**config.mk**
```make
export PLATFORM = sky130hd
export DESIGN_NAME = rsfr_top
export DESIGN_NICKNAME = d
export VERILOG_FILES = /design/src/rsfr_pkg.sv /design/src/rsfr_top.sv /design/src/rsfr_sync.sv /design/src/rsfr_rail_resp.sv
export VERILOG_INCLUDE_DIRS = /design/src
export SDC_FILE = /design/constraint.sdc
export NUM_CORES = 1
export LEC_CHECK = 0
export ABC_AREA = 1
export BUFFER_PORTS_ARGS = -buffer_cell sky130_fd_sc_hd__buf_2
export CORE_ASPECT_RATIO = 0.7
export CORE_UTILIZATION = 56
export DETAILED_ROUTE_END_ITERATION = 8
export GPL_TIMING_DRIVEN = 0
export PLACE_DENSITY = 0.77
export SLEW_MARGIN = 25
export SYNTH_ARGS = -nofsm -noshare
export SYNTH_HDL_FRONTEND = slang
export SYNTH_HIERARCHICAL = 1
export SYNTH_SLANG_ARGS = --single-unit
export TNS_END_PERCENT = 30
```
**constraint.sdc**
```tcl
create_clock -name clk -period 1.6 [get_ports clk]
set_input_delay 0.08 -clock clk [delete_from_list [all_inputs] [get_ports clk]]
set_output_delay 0.08 -clock clk [all_outputs]
set_load 0.005 [all_outputs]
```
**src/rsfr_defines.svh**
```systemverilog
// register map, field positions, reset values and timing counts of the rail fault response block
`ifndef RSFR_DEFINES_SVH
`define RSFR_DEFINES_SVH

// register offsets on the command port
`define RSFR_OFS_RESP_CTRL 8'hB3
`define RSFR_OFS_FAULT_STAT 8'hD3

// response control field positions (low bit of each 2-bit field)
`define RSFR_FLD_DRV_UV 2
`define RSFR_FLD_LOGIC_OV 4
`define RSFR_FLD_LOGIC_UV 6

// fault status bit positions
`define RSFR_STAT_LOGIC_OV 0
`define RSFR_STAT_LOGIC_UV 1
`define RSFR_STAT_DRV_UV 3
`define RSFR_STAT_FLAG_PIN 7

// reset values
`define RSFR_RST_RESP_CTRL 8'h00
`define RSFR_RST_FAULT_STAT 8'h00

// hiccup recovery delay, in ms, and the clock rate that turns it into cycles
`define RSFR_HICCUP_MS 64'd500
`define RSFR_CLK_HZ 64'd25000000
`define RSFR_HICCUP_CYC ((`RSFR_HICCUP_MS * `RSFR_CLK_HZ) / 64'd1000)

`endif

```
**src/rsfr_pkg.sv**
```systemverilog
// types shared by the rail fault response block
`default_nettype none

package rsfr_pkg;

	// per-fault response codes, as held in each 2-bit control field
	typedef enum logic [1:0] {
		RSFR_RESP_FLAG = 2'h0,
		RSFR_RESP_HICCUP = 2'h1,
		RSFR_RESP_LATCH = 2'h2,
		RSFR_RESP_FLAG_ALT = 2'h3
	} rsfr_resp_t;

	// per-rail response state, gray along run -> hold -> wait and run <-> latched
	typedef enum logic [1:0] {
		RSFR_ST_RUN = 2'h0,
		RSFR_ST_HOLD = 2'h1,
		RSFR_ST_WAIT = 2'h3,
		RSFR_ST_LATCHED = 2'h2
	} rsfr_state_t;

endpackage : rsfr_pkg
`default_nettype wire

```
**src/rsfr_top.sv**
```systemverilog
// rail fault response: response selection, fault status, open-drain flag and switching gate
// Behaviour
// - global bit picks own fields, else mode pin
// - control bits 3:2 pick driver-rail undervoltage response
// - control bits 5:4 pick logic-rail overvoltage response
// - control bits 7:6 pick logic-rail undervoltage response
// - driver-rail undervoltage sets status bit 3, flag low
// - logic-rail overvoltage sets status bit 0, flag low
// - logic-rail undervoltage sets status bit 1, flag low
// - flag-only response keeps switching running
// - hiccup stops switching, resumes 500ms after clearing
// - latch-off stops switching until an enable toggles
`timescale 1ns/1ps
`default_nettype none
`include "rsfr_defines.svh"

module rsfr_top #(
	parameter int CNT_W = 24,
	parameter logic [CNT_W-1:0] HICCUP_CYCLES = CNT_W'(`RSFR_HICCUP_CYC)
) (
	input wire logic clk,
	input wire logic rst_n,
	input wire logic clk_en,
	// register command port, same clock domain as the bus decoder
	input wire logic [7:0] reg_addr,
	input wire logic [7:0] reg_wdata,
	input wire logic reg_wr,
	input wire logic reg_rd,
	output logic [7:0] reg_rdata,
	output logic reg_ack,
	// global individual-response enable and mode-pin response, from on-chip logic
	input wire logic ind_resp_en,
	input wire logic [1:0] mode_resp,
	// comparator outputs, asynchronous
	input wire logic driver_supply_rail_uv,
	input wire logic logic_supply_rail_ov,
	input wire logic logic_supply_rail_uv,
	// enable pins, asynchronous
	input wire logic pwm_en,
	input wire logic chip_en,
	// open-drain fault flag
	input wire logic fault_flag_n_i,
	output logic fault_flag_n_o,
	output logic fault_flag_oe,
	// switching permitted
	output logic pwm_run
);

	localparam int NR = 3; // rails handled here

	logic [NR-1:0] det_raw; // comparator inputs gathered
	logic [NR-1:0] det_s; // synchronised: 0 drv uv, 1 logic ov, 2 logic uv
	logic [2:0] pin_s; // synchronised pwm_en, chip_en, flag pin
	logic pwm_en_s;
	logic chip_en_s;
	logic flag_pin_s;
	logic pwm_en_prev_q; // for falling-edge detection
	logic chip_en_prev_q;
	logic en_toggle; // one-cycle pulse when either enable drops

	logic [7:0] ctrl_q; // response control register
	logic [7:0] stat_q; // fault status register (bit 7 set while the pin is low)
	logic [7:0] stat_d;
	logic [1:0] eff_resp [NR]; // response each rail really uses
	logic [NR-1:0] stop; // per-rail stop requests
	logic [NR-1:0] stat_pos; // where each rail lands in status
	logic stat_clr_wr; // write to the status register

	assign det_raw = {logic_supply_rail_uv, logic_supply_rail_ov, driver_supply_rail_uv};
	assign pwm_en_s = pin_s[0];
	assign chip_en_s = pin_s[1];
	assign flag_pin_s = pin_s[2];

	// comparator levels cross into the clock domain first
	rsfr_sync #(
		.W(NR)
	) u_det_sync (
		.clk(clk),
		.rst_n(rst_n),
		.clk_en(clk_en),
		.d(det_raw),
		.q(det_s)
	);

	// enable pins and the shared flag wire likewise
	rsfr_sync #(
		.W(3)
	) u_pin_sync (
		.clk(clk),
		.rst_n(rst_n),
		.clk_en(clk_en),
		.d({fault_flag_n_i, chip_en, pwm_en}),
		.q(pin_s)
	);

	// remember the enables to find a toggle; the latch clears on the drop,
	// so switching only returns once the controller raises it again
	always_ff @(posedge clk or negedge rst_n)
	begin
		if (!rst_n)
		begin
			pwm_en_prev_q <= 1'b0;
			chip_en_prev_q <= 1'b0;
		end
		else if (clk_en)
		begin
			pwm_en_prev_q <= pwm_en_s;
			chip_en_prev_q <= chip_en_s;
		end
	end

	// toggle of either enable releases a latch-off
	assign en_toggle = (pwm_en_prev_q & ~pwm_en_s) | (chip_en_prev_q & ~chip_en_s);

	// response control register, written from the command port
	always_ff @(posedge clk or negedge rst_n)
	begin
		if (!rst_n)
			ctrl_q <= `RSFR_RST_RESP_CTRL;
		else if (clk_en && reg_wr && reg_addr == `RSFR_OFS_RESP_CTRL)
			ctrl_q <= reg_wdata;
	end

	// select per-rail responses; the mode pin governs when the global bit is off
	always_comb
	begin
		if (ind_resp_en)
		begin
			eff_resp[0] = ctrl_q[`RSFR_FLD_DRV_UV +: 2];
			eff_resp[1] = ctrl_q[`RSFR_FLD_LOGIC_OV +: 2];
			eff_resp[2] = ctrl_q[`RSFR_FLD_LOGIC_UV +: 2];
		end
		else
		begin
			eff_resp[0] = mode_resp;
			eff_resp[1] = mode_resp;
			eff_resp[2] = mode_resp;
		end
	end

	// one response engine per rail
	genvar gi;
	generate
		for (gi = 0; gi < NR; gi++)
		begin : g_rail
			rsfr_rail_resp #(
				.CNT_W(CNT_W),
				.HICCUP_CYCLES(HICCUP_CYCLES)
			) u_resp (
				.clk(clk),
				.rst_n(rst_n),
				.clk_en(clk_en),
				.fault(det_s[gi]),
				.resp(eff_resp[gi]),
				.en_toggle(en_toggle),
				.stop_q(stop[gi])
			);
		end
	endgenerate

	assign stat_clr_wr = reg_wr && reg_addr == `RSFR_OFS_FAULT_STAT;

	// status next value: write-one-to-clear, but a present fault wins over the clear
	always_comb
	begin
		stat_pos = '0;
		stat_d = stat_q;
		if (stat_clr_wr)
			stat_d = stat_q & ~reg_wdata;
		stat_d[`RSFR_STAT_DRV_UV] = stat_d[`RSFR_STAT_DRV_UV] | det_s[0];
		stat_d[`RSFR_STAT_LOGIC_OV] = stat_d[`RSFR_STAT_LOGIC_OV] | det_s[1];
		stat_d[`RSFR_STAT_LOGIC_UV] = stat_d[`RSFR_STAT_LOGIC_UV] | det_s[2];
		stat_d[`RSFR_STAT_FLAG_PIN] = ~flag_pin_s; // live wire level, set when low
		stat_d[2] = 1'b0; // unused positions read as zero
		stat_d[6:4] = 3'h0;
		stat_pos[0] = stat_d[`RSFR_STAT_DRV_UV];
		stat_pos[1] = stat_d[`RSFR_STAT_LOGIC_OV];
		stat_pos[2] = stat_d[`RSFR_STAT_LOGIC_UV];
	end

	// status register
	always_ff @(posedge clk or negedge rst_n)
	begin
		if (!rst_n)
			stat_q <= `RSFR_RST_FAULT_STAT;
		else if (clk_en)
			stat_q <= stat_d;
	end

	// open-drain flag: pull low while any recorded rail fault stands
	always_ff @(posedge clk or negedge rst_n)
	begin
		if (!rst_n)
		begin
			fault_flag_oe <= 1'b0;
			fault_flag_n_o <= 1'b0;
		end
		else if (clk_en)
		begin
			fault_flag_oe <= |stat_pos;
			fault_flag_n_o <= 1'b0; // only ever drives low
		end
	end

	// switching gate: enables up and no rail asking to stop
	always_ff @(posedge clk or negedge rst_n)
	begin
		if (!rst_n)
			pwm_run <= 1'b0;
		else if (clk_en)
			pwm_run <= pwm_en_s & chip_en_s & ~(|stop);
	end

	// read port: one-cycle ack, unmapped offsets read zero
	always_ff @(posedge clk or negedge rst_n)
	begin
		if (!rst_n)
		begin
			reg_rdata <= 8'h00;
			reg_ack <= 1'b0;
		end
		else if (clk_en)
		begin
			reg_ack <= reg_rd | reg_wr;
			if (reg_rd)
			begin
				unique case (reg_addr)
					`RSFR_OFS_RESP_CTRL: reg_rdata <= ctrl_q;
					`RSFR_OFS_FAULT_STAT: reg_rdata <= stat_q;
					default: reg_rdata <= 8'h00;
				endcase
			end
		end
	end

	AST_RESP_SELECT: assert property (@(posedge clk) disable iff (!rst_n)
		ind_resp_en ? (eff_resp[0] == ctrl_q[3:2] && eff_resp[1] == ctrl_q[5:4] && eff_resp[2] == ctrl_q[7:6])
		: (eff_resp[0] == mode_resp && eff_resp[1] == mode_resp
		&& eff_resp[2] == mode_resp))
		else $error("effective response does not follow selection");

	AST_DRV_UV_FLAG: assert property (@(posedge clk) disable iff (!rst_n)
		(clk_en && det_s[0]) |=> (stat_q[3] && fault_flag_oe && !fault_flag_n_o))
		else $error("driver-rail undervoltage not recorded or flagged");

	AST_LOGIC_OV_FLAG: assert property (@(posedge clk) disable iff (!rst_n)
		(clk_en && det_s[1]) |=> (stat_q[0] && fault_flag_oe))
		else $error("logic-rail overvoltage not recorded or flagged");

	AST_LOGIC_UV_FLAG: assert property (@(posedge clk) disable iff (!rst_n)
		(clk_en && det_s[2] && stat_clr_wr) |=> (stat_q[1] && fault_flag_oe))
		else $error("logic-rail undervoltage lost against a clear");

	AST_STOP_GATES_RUN: assert property (@(posedge clk) disable iff (!rst_n)
		(clk_en && |stop) |=> !pwm_run)
		else $error("switching allowed while a rail requests stop");

	// switching gate follows the enables and the stop requests
	AST_RUN_NEEDS_ENABLES: assert property (@(posedge clk) disable iff (!rst_n)
		(clk_en && !(pwm_en_s && chip_en_s)) |=> !pwm_run)
		else $error("switching allowed with an enable low");

	AST_RUN_RESUMES: assert property (@(posedge clk) disable iff (!rst_n)
		(clk_en && pwm_en_s && chip_en_s && !(|stop)) |=> pwm_run)
		else $error("switching held off with no stop request");

	// status clear and open-drain flag
	AST_STAT_CLEAR: assert property (@(posedge clk) disable iff (!rst_n)
		(clk_en && stat_clr_wr && reg_wdata[`RSFR_STAT_DRV_UV] && !det_s[0]) |=> !stat_q[`RSFR_STAT_DRV_UV])
		else $error("status bit survived a clear with no fault");

	AST_FLAG_RELEASE: assert property (@(posedge clk) disable iff (!rst_n)
		(clk_en && !(|stat_pos)) |=> !fault_flag_oe)
		else $error("flag still pulled low with no recorded fault");

	AST_FLAG_DRIVES_LOW: assert property (@(posedge clk) disable iff (!rst_n)
		fault_flag_oe |-> !fault_flag_n_o)
		else $error("flag driven high");

	AST_STAT_UNUSED_ZERO: assert property (@(posedge clk) disable iff (!rst_n)
		stat_q[2] == 1'b0 && stat_q[6:4] == 3'h0)
		else $error("unused status bit set");

	// register port answers every strobe for exactly one cycle
	AST_ACK_FOLLOWS: assert property (@(posedge clk) disable iff (!rst_n)
		(clk_en && (reg_rd || reg_wr)) |=> reg_ack)
		else $error("strobe not acknowledged");

	AST_ACK_ONE_CYCLE: assert property (@(posedge clk) disable iff (!rst_n)
		(clk_en && !reg_rd && !reg_wr) |=> !reg_ack)
		else $error("acknowledge without a strobe");

	AST_CTRL_WRITE: assert property (@(posedge clk) disable iff (!rst_n)
		(clk_en && reg_wr && reg_addr == `RSFR_OFS_RESP_CTRL) |=> ctrl_q == $past(reg_wdata))
		else $error("control write not stored");

	AST_RDATA_STAT: assert property (@(posedge clk) disable iff (!rst_n)
		(clk_en && reg_rd && reg_addr == `RSFR_OFS_FAULT_STAT) |=> reg_rdata == $past(stat_q))
		else $error("status read returned wrong value");

endmodule : rsfr_top
`default_nettype wire

```
**src/rsfr_sync.sv**
```systemverilog
// two-flop synchroniser for pin-level inputs
`timescale 1ns/1ps
`default_nettype none

module rsfr_sync #(
	parameter int W = 1
) (
	input wire logic clk,
	input wire logic rst_n,
	input wire logic clk_en,
	input wire logic [W-1:0] d,
	output logic [W-1:0] q
);

	logic [W-1:0] meta_q; // first stage, read only by the second

	// plain double register; reset to idle-low
	always_ff @(posedge clk or negedge rst_n)
	begin
		if (!rst_n)
		begin
			meta_q <= '0;
			q <= '0;
		end
		else if (clk_en)
		begin
			meta_q <= d;
			q <= meta_q;
		end
	end

endmodule : rsfr_sync
`default_nettype wire

```
**src/rsfr_rail_resp.sv**
```systemverilog
// one rail's fault response engine: flag only, hiccup with restart delay, or latch-off
`timescale 1ns/1ps
`default_nettype none
`include "rsfr_defines.svh"

module rsfr_rail_resp #(
	parameter int CNT_W = 24,
	parameter logic [CNT_W-1:0] HICCUP_CYCLES = CNT_W'(`RSFR_HICCUP_CYC)
) (
	input wire logic clk,
	input wire logic rst_n,
	input wire logic clk_en,
	input wire logic fault, // synchronised fault level
	input wire logic [1:0] resp, // effective response code
	input wire logic en_toggle, // one-cycle pulse on an enable going low
	output logic stop_q // this rail asks switching to stop
);

	rsfr_pkg::rsfr_state_t state_q; // response state
	logic [CNT_W-1:0] cnt_q; // fault-free time in hiccup wait
	logic is_hiccup; // decoded response
	logic is_latch;

	assign is_hiccup = (resp == rsfr_pkg::RSFR_RESP_HICCUP);
	assign is_latch = (resp == rsfr_pkg::RSFR_RESP_LATCH);

	// state and delay counter; the response is taken at the moment of detection
	always_ff @(posedge clk or negedge rst_n)
	begin
		if (!rst_n)
		begin
			state_q <= rsfr_pkg::RSFR_ST_RUN;
			cnt_q <= '0;
		end
		else if (clk_en)
		begin
			unique case (state_q)
				rsfr_pkg::RSFR_ST_RUN:
				begin
					// flag-only leaves the stage alone
					if (fault && is_hiccup)
						state_q <= rsfr_pkg::RSFR_ST_HOLD;
					else if (fault && is_latch)
						state_q <= rsfr_pkg::RSFR_ST_LATCHED;
				end
				rsfr_pkg::RSFR_ST_HOLD:
				begin
					// fault still present: wait for it to clear
					cnt_q <= '0;
					if (!fault)
						state_q <= rsfr_pkg::RSFR_ST_WAIT;
				end
				rsfr_pkg::RSFR_ST_WAIT:
				begin
					if (fault)
					begin
						// a returning fault restarts the whole delay
						state_q <= rsfr_pkg::RSFR_ST_HOLD;
						cnt_q <= '0;
					end
					else if (cnt_q >= HICCUP_CYCLES - 1'b1)
						state_q <= rsfr_pkg::RSFR_ST_RUN;
					else
						cnt_q <= cnt_q + 1'b1;
				end
				rsfr_pkg::RSFR_ST_LATCHED:
				begin
					// only an enable toggle releases the latch
					if (en_toggle)
						state_q <= rsfr_pkg::RSFR_ST_RUN;
				end
			endcase
		end
	end

	// stop request from a flop, high in every state but run; it follows the state being
	// entered, so the switching gate is not left one cycle behind the response engine
	always_ff @(posedge clk or negedge rst_n)
	begin
		if (!rst_n)
			stop_q <= 1'b0;
		else if (clk_en)
		begin
			unique case (state_q)
				rsfr_pkg::RSFR_ST_RUN:
					stop_q <= fault && (is_hiccup || is_latch);
				rsfr_pkg::RSFR_ST_HOLD:
					stop_q <= 1'b1;
				rsfr_pkg::RSFR_ST_WAIT:
					stop_q <= fault || (cnt_q < HICCUP_CYCLES - 1'b1);
				rsfr_pkg::RSFR_ST_LATCHED:
					stop_q <= ~en_toggle;
			endcase
		end
	end

	AST_STOP_MATCHES_STATE: assert property (@(posedge clk) disable iff (!rst_n)
		stop_q == (state_q != rsfr_pkg::RSFR_ST_RUN))
		else $error("stop request out of step with response state");

	AST_FLAG_KEEPS_RUN: assert property (@(posedge clk) disable iff (!rst_n)
		(clk_en && state_q == rsfr_pkg::RSFR_ST_RUN && !is_hiccup && !is_latch)
		|=> state_q == rsfr_pkg::RSFR_ST_RUN)
		else $error("flag-only response left run state");

	AST_HICCUP_RESUME: assert property (@(posedge clk) disable iff (!rst_n)
		(clk_en && state_q == rsfr_pkg::RSFR_ST_WAIT && !fault && cnt_q == HICCUP_CYCLES - 1'b1)
		|=> state_q == rsfr_pkg::RSFR_ST_RUN)
		else $error("hiccup did not resume at end of delay");

	AST_HICCUP_RESTART: assert property (@(posedge clk) disable iff (!rst_n)
		(clk_en && state_q == rsfr_pkg::RSFR_ST_WAIT && fault)
		|=> state_q == rsfr_pkg::RSFR_ST_HOLD ##1 (cnt_q == '0 || !clk_en))
		else $error("hiccup delay not restarted by returning fault");

	AST_LATCH_HOLDS: assert property (@(posedge clk) disable iff (!rst_n)
		(clk_en && state_q == rsfr_pkg::RSFR_ST_LATCHED && !en_toggle)
		|=> state_q == rsfr_pkg::RSFR_ST_LATCHED)
		else $error("latch-off released without enable toggle");

endmodule : rsfr_rail_resp
`default_nettype wire

```
==> reports/qor.log <==
[status] outcome finished, violations left
[status] violated checks negative setup slack
[detailed_routing] Initial DRC Count 956
[synthesis] dominant synthesized flop cell dfrtp_1
[floorplan] Die Y-Extent 103 µm
[synthesis] flip-flop and latch count after synthesis 118
[global_routing] pin count of the biggest net entering global routing 61
[floorplan] Die X-Extent 146 µm
[detailed_routing] number of detailed-route iterations in the first pass 6
[synthesis] Yosys warning count 6
[timing] final number of setup-violating endpoints 73
[synthesis] proportion of synthesized flip-flops having asynchronous set or reset 100%
[detailed_routing] DRC viols 0
[floorplan] floorplan die area 15,000 µm²
[pwr] part of the power in the clock network 38.6%
[worst_setup_path] master of the slowest instance on the critical path dfrtp_1
[synthesis] synth unique cells 42
[worst_setup_path] library cell appearing most often on the critical path nand2_2
[worst_setup_path] critical setup path kind flop to flop
[pwr] PwrDens 1000 nW/µm²
[timing] setup repair after global routing missed its margin true
[timing] relative slew slack 62.1%
[finish] antenna cells 0
[global_routing] total congestion overflow after global routing 0
[timing] Fmax 582 MHz
[synthesis] cell count after synthesis 1,219
[worst_setup_path] Reg2Reg Setup Slack -120 ps
[clock_network] number of CTS-inserted buffers 17
[clock_network] # clock sinks 118
[synthesis] share of the yosys chip area belonging to registers 36.3%
[detailed_routing] detailed-route via count 8,674
[clock_network] cell at the root of the clock tree clkbuf_16
[min_path] kind of path behind the tightest hold check input pin to flop
[floorplan] Initial Util 57.9%
[synthesis] Cell Area, Synth 8130 µm²
[pwr] switching power as a share of total power 33.3%
[detailed_routing] Antenna Violating Nets Remaining 0
[pwr] Reg power frac 32.9%
[pwr] net switching component of the power 3.48 mW
[place] PortBufs 40
[synthesis] post-synth top area cell dfrtp_1
[finish] Area Growth Syn to Fin 28.3%
[timing] Tightest Pin Transition 568 ps
[finish] layout cell share with drive strength beyond 1 29.1%
[worst_setup_path] largest fanout of any net on the critical path 7
[global_routing] global-route wire length before repair 38.0 mm
[synthesis] net count of the mapped netlist 1,258
[finish] net total in the final layout 1,393
[global_routing] number of global-route vias before repair 7,677
[clock_network] clock tree from TritonCTS yes
[synthesis] number of enable flip-flop cells after synthesis 0
[floorplan] Rows 36
[timing] shortest clock period the worst path allows after layout 1720 ps
[synthesis] average cell area after synthesis 6.67 µm²
[pwr] Leakage Power 4.68 nW
[place] HPWL reported at the end of detailed placement 15.6 mm
[detailed_routing] wire length reported by the detailed router 24.6 mm
[pwr] Max IR drop VDD 0.774 mV
[timing] maximum clock skew at final layout 8.45 ps
[place] placer's final routability congestion estimate 1.02
[global_routing] aggregate global-route resource usage 32.3%
[floorplan] I/O pin cnt 42
[place] area of placed instances 8610 µm²
[timing] summed negative setup slack over all endpoints -5090 ps
[clock_network] maximum buffer depth of the clock tree 2
[global_routing] antenna violations before repair 0
[synthesis] fraction of post-synthesis cell area in the top cell type by area 36.3%
[worst_setup_path] Arr. time, crit path 2020 ps
[detailed_routing] wire per inst 15.8 µm
[floorplan] Placeable Area 14,100 µm²
[detailed_routing] post-DR vias/cell 5.57
[clock_network] source-to-sink clock delay at the later pin of the worst-skew pair 420 ps
[worst_setup_path] crit-path max cell delay 430 ps
[timing] post-route clock period utilization 107%
[pwr] combinational group share of total power 28.5%
[synthesis] most area-consuming cells after synthesis dfrtp_1 (36%), nand2_1 (20%), nand3_1 (8.2%)
[worst_setup_path] worst path required time 1900 ps
[clock_network] H-tree level count 4
[timing] final slew viol count 0
[finish] cell area after layout 10,400 µm²
[worst_setup_path] launching element type of the critical path flop
[timing] Setup WS post-layout -118 ps
[timing] total count of hold-check failures in the final report 0
[worst_setup_path] cell-by-cell listing of the critical path ha_4 > nand2_4 > nor2_4 > inv_2 > nand2_4 > nand3_4 > nand3_2 > nand2_2 > nand3_4 > buf_6 > nand2_2 > nand2_2
[worst_setup_path] endpoint kind of the worst setup timing path flop
[clock_network] clock-pin slew reported for the worst setup and hold paths after clock tree synthesis 60 ps
[flow_run] max-cap violation count 0
[pwr] Int Pwr 6.97 mW
[pwr] total chip power 10.4 mW
-- cell usage after synthesis (4+ instances only) --
cell type,instances
buf_1,6
buf_2,9
and2_1,6
o21ai_0,33
nor3_1,13
ha_1,9
xor2_1,9
a21oi_1,8
o21ai_2,8
nand2_1,428
clkbuf_1,4
nand2_4,4
nand3_2,6
inv_2,5
inv_1,113
buf_6,10
nor4_1,9
nor2_1,173
dfrtp_1,118
nand3_4,4
nand3_1,134
nor2_4,8
nor2_2,12
nand4_1,17
or2_2,9
o21bai_1,12
nand2_2,18
nand3b_1,7
-- path summary, 6_finish.rpt --
| path | to | startpoint | depth (start not counted) |
|---|---|---|---|
| worst max-delay path | g_rail[2].u_resp/cnt_q[20] | g_rail[2].u_resp/cnt_q[1] | 12 |
| worst min-delay path | reg_ack | reg_rd | 3 |
| worst max register to register | g_rail[2].u_resp/cnt_q[20] | g_rail[2].u_resp/cnt_q[1] | 12 |
| worst min register to register | u_pin_sync/q[2] | u_pin_sync/q[2] | 2 |
| max in group asynchronous | g_rail[2].u_resp/cnt_q[20] | rst_n | 3 |
| min in group asynchronous | g_rail[0].u_resp/cnt_q[13] | rst_n | 2 |
-- layer usage --
layer / global-route usage [%] / vias to the layer above / share of wire (%) / routed length (µm)
li1: - / 4146 / - / -
met1: 46.5 / 4040 / 45 / 11100
met2: 48.7 / 440 / 44 / 10800
met3: 8.32 / 48 / 9.5 / 2350
met4: 8.33 / 0 / 1.5 / 376
met5: 0 / - / 0 / 0
-- timing repair --
action / 4_1_cts / 5_1_grt
pin swaps: 18 / 35
hold endpoints to repair: 74 / 0
endpoints found under the setup margin: 81 / 79
resized for setup: 79 / 136
hold buffers: 16 / 0
cloned: 6 / 0
buffers inserted: 30 / 23
-- through the flow --
step,utilization [%],worst slack (ps),std cells,hold slack (ps)
after global routing,74.2,-187,1556,10.3
after detailed placement,61.2,-338,1450,39.1
after floorplan,-,16.2,1219,-216
after CTS,70.5,-89.3,1533,2.22
after global placement,61.0,-1050,1449,280
final,74.2,-118,1556,6.56
-- sequential cells by signal, indices dropped and copies added, names as in the netlist --
| name | count |
|---|---|
| pwm_run | 1 |
| u_det_sync/meta_q | 3 |
| g_rail.u_resp/state_q | 6 |
| g_rail.u_resp/stop_q | 3 |
| ctrl_q | 8 |
| reg_rdata | 8 |
| u_pin_sync/meta_q | 3 |
| stat_q | 4 |
| u_det_sync/q | 3 |
| fault_flag_oe | 1 |
| chip_en_prev_q | 1 |
| g_rail.u_resp/cnt_q | 72 |
| reg_ack | 1 |
| u_pin_sync/q | 3 |
| pwm_en_prev_q | 1 |
-- cell usage in the layout, fill, tap and decap left out, types with 6 or more instances in the layout --
cell and n:
o21ai_2 8, buf_1 6, or2_2 9, buf_4 52
dfrtp_1 83, nand4_1 17, nor4_1 8, nor2_2 28
buf_6 18, inv_2 16, nor2_4 16, nand2_1 348
o21ai_0 30, inv_1 102, dfrtp_2 35, nor3_1 9
xor2_1 9, nand3b_1 7, nand3_1 133, a21oi_1 7
nand2_2 86, nand2_4 16, nand3_4 7, buf_2 48
o21bai_1 12, nor2_1 149, clkbuf_16 17, dlygate4sd3_1 16
-- kinds of logic after synthesis --
kind of cell	Yosys count	share of synthesized area, %
simple gates	856	47.2
compound gates	73	5.68
flops	118	36.3
xor+xnor	12	1.29
other cells	1	0.0461
buf+inv	150	8.11
fa+ha+maj	9	1.38
-- layout make-up --
cell class	count	area (µm²)
clock buffers	19	433
clock inverters	12	178
well taps	190	238
repair buffers	116	883
inverters	119	449
flip-flops and latches	118	3000
plain buffers	31	211
multi-input cells	951	5040
fillers	1098	3620
-- power groups by stage --
| stage | Clock (mW) | Sequential [mW] | Combinational [mW] |
|---|---|---|---|
| floorplan | 0 | 3.41 | 1.51 |
| global placement | 0 | 3.46 | 2.04 |
| detailed placement | 0 | 3.47 | 2.09 |
| CTS | 4.07 | 3.41 | 2.55 |
| global route | 4.24 | 3.46 | 3.20 |
| finish | 4.03 | 3.43 | 2.98 |
-- worst max-delay path, delay by kind of cell, from the launching register on --
kind	cells	cell delay [ps]
buffers and inverters	2	270
flip-flops	1	430
AND/OR/NAND/NOR	9	690
adder cells (fa/ha/maj)	1	200
Power figures use the tool's default switching activity.
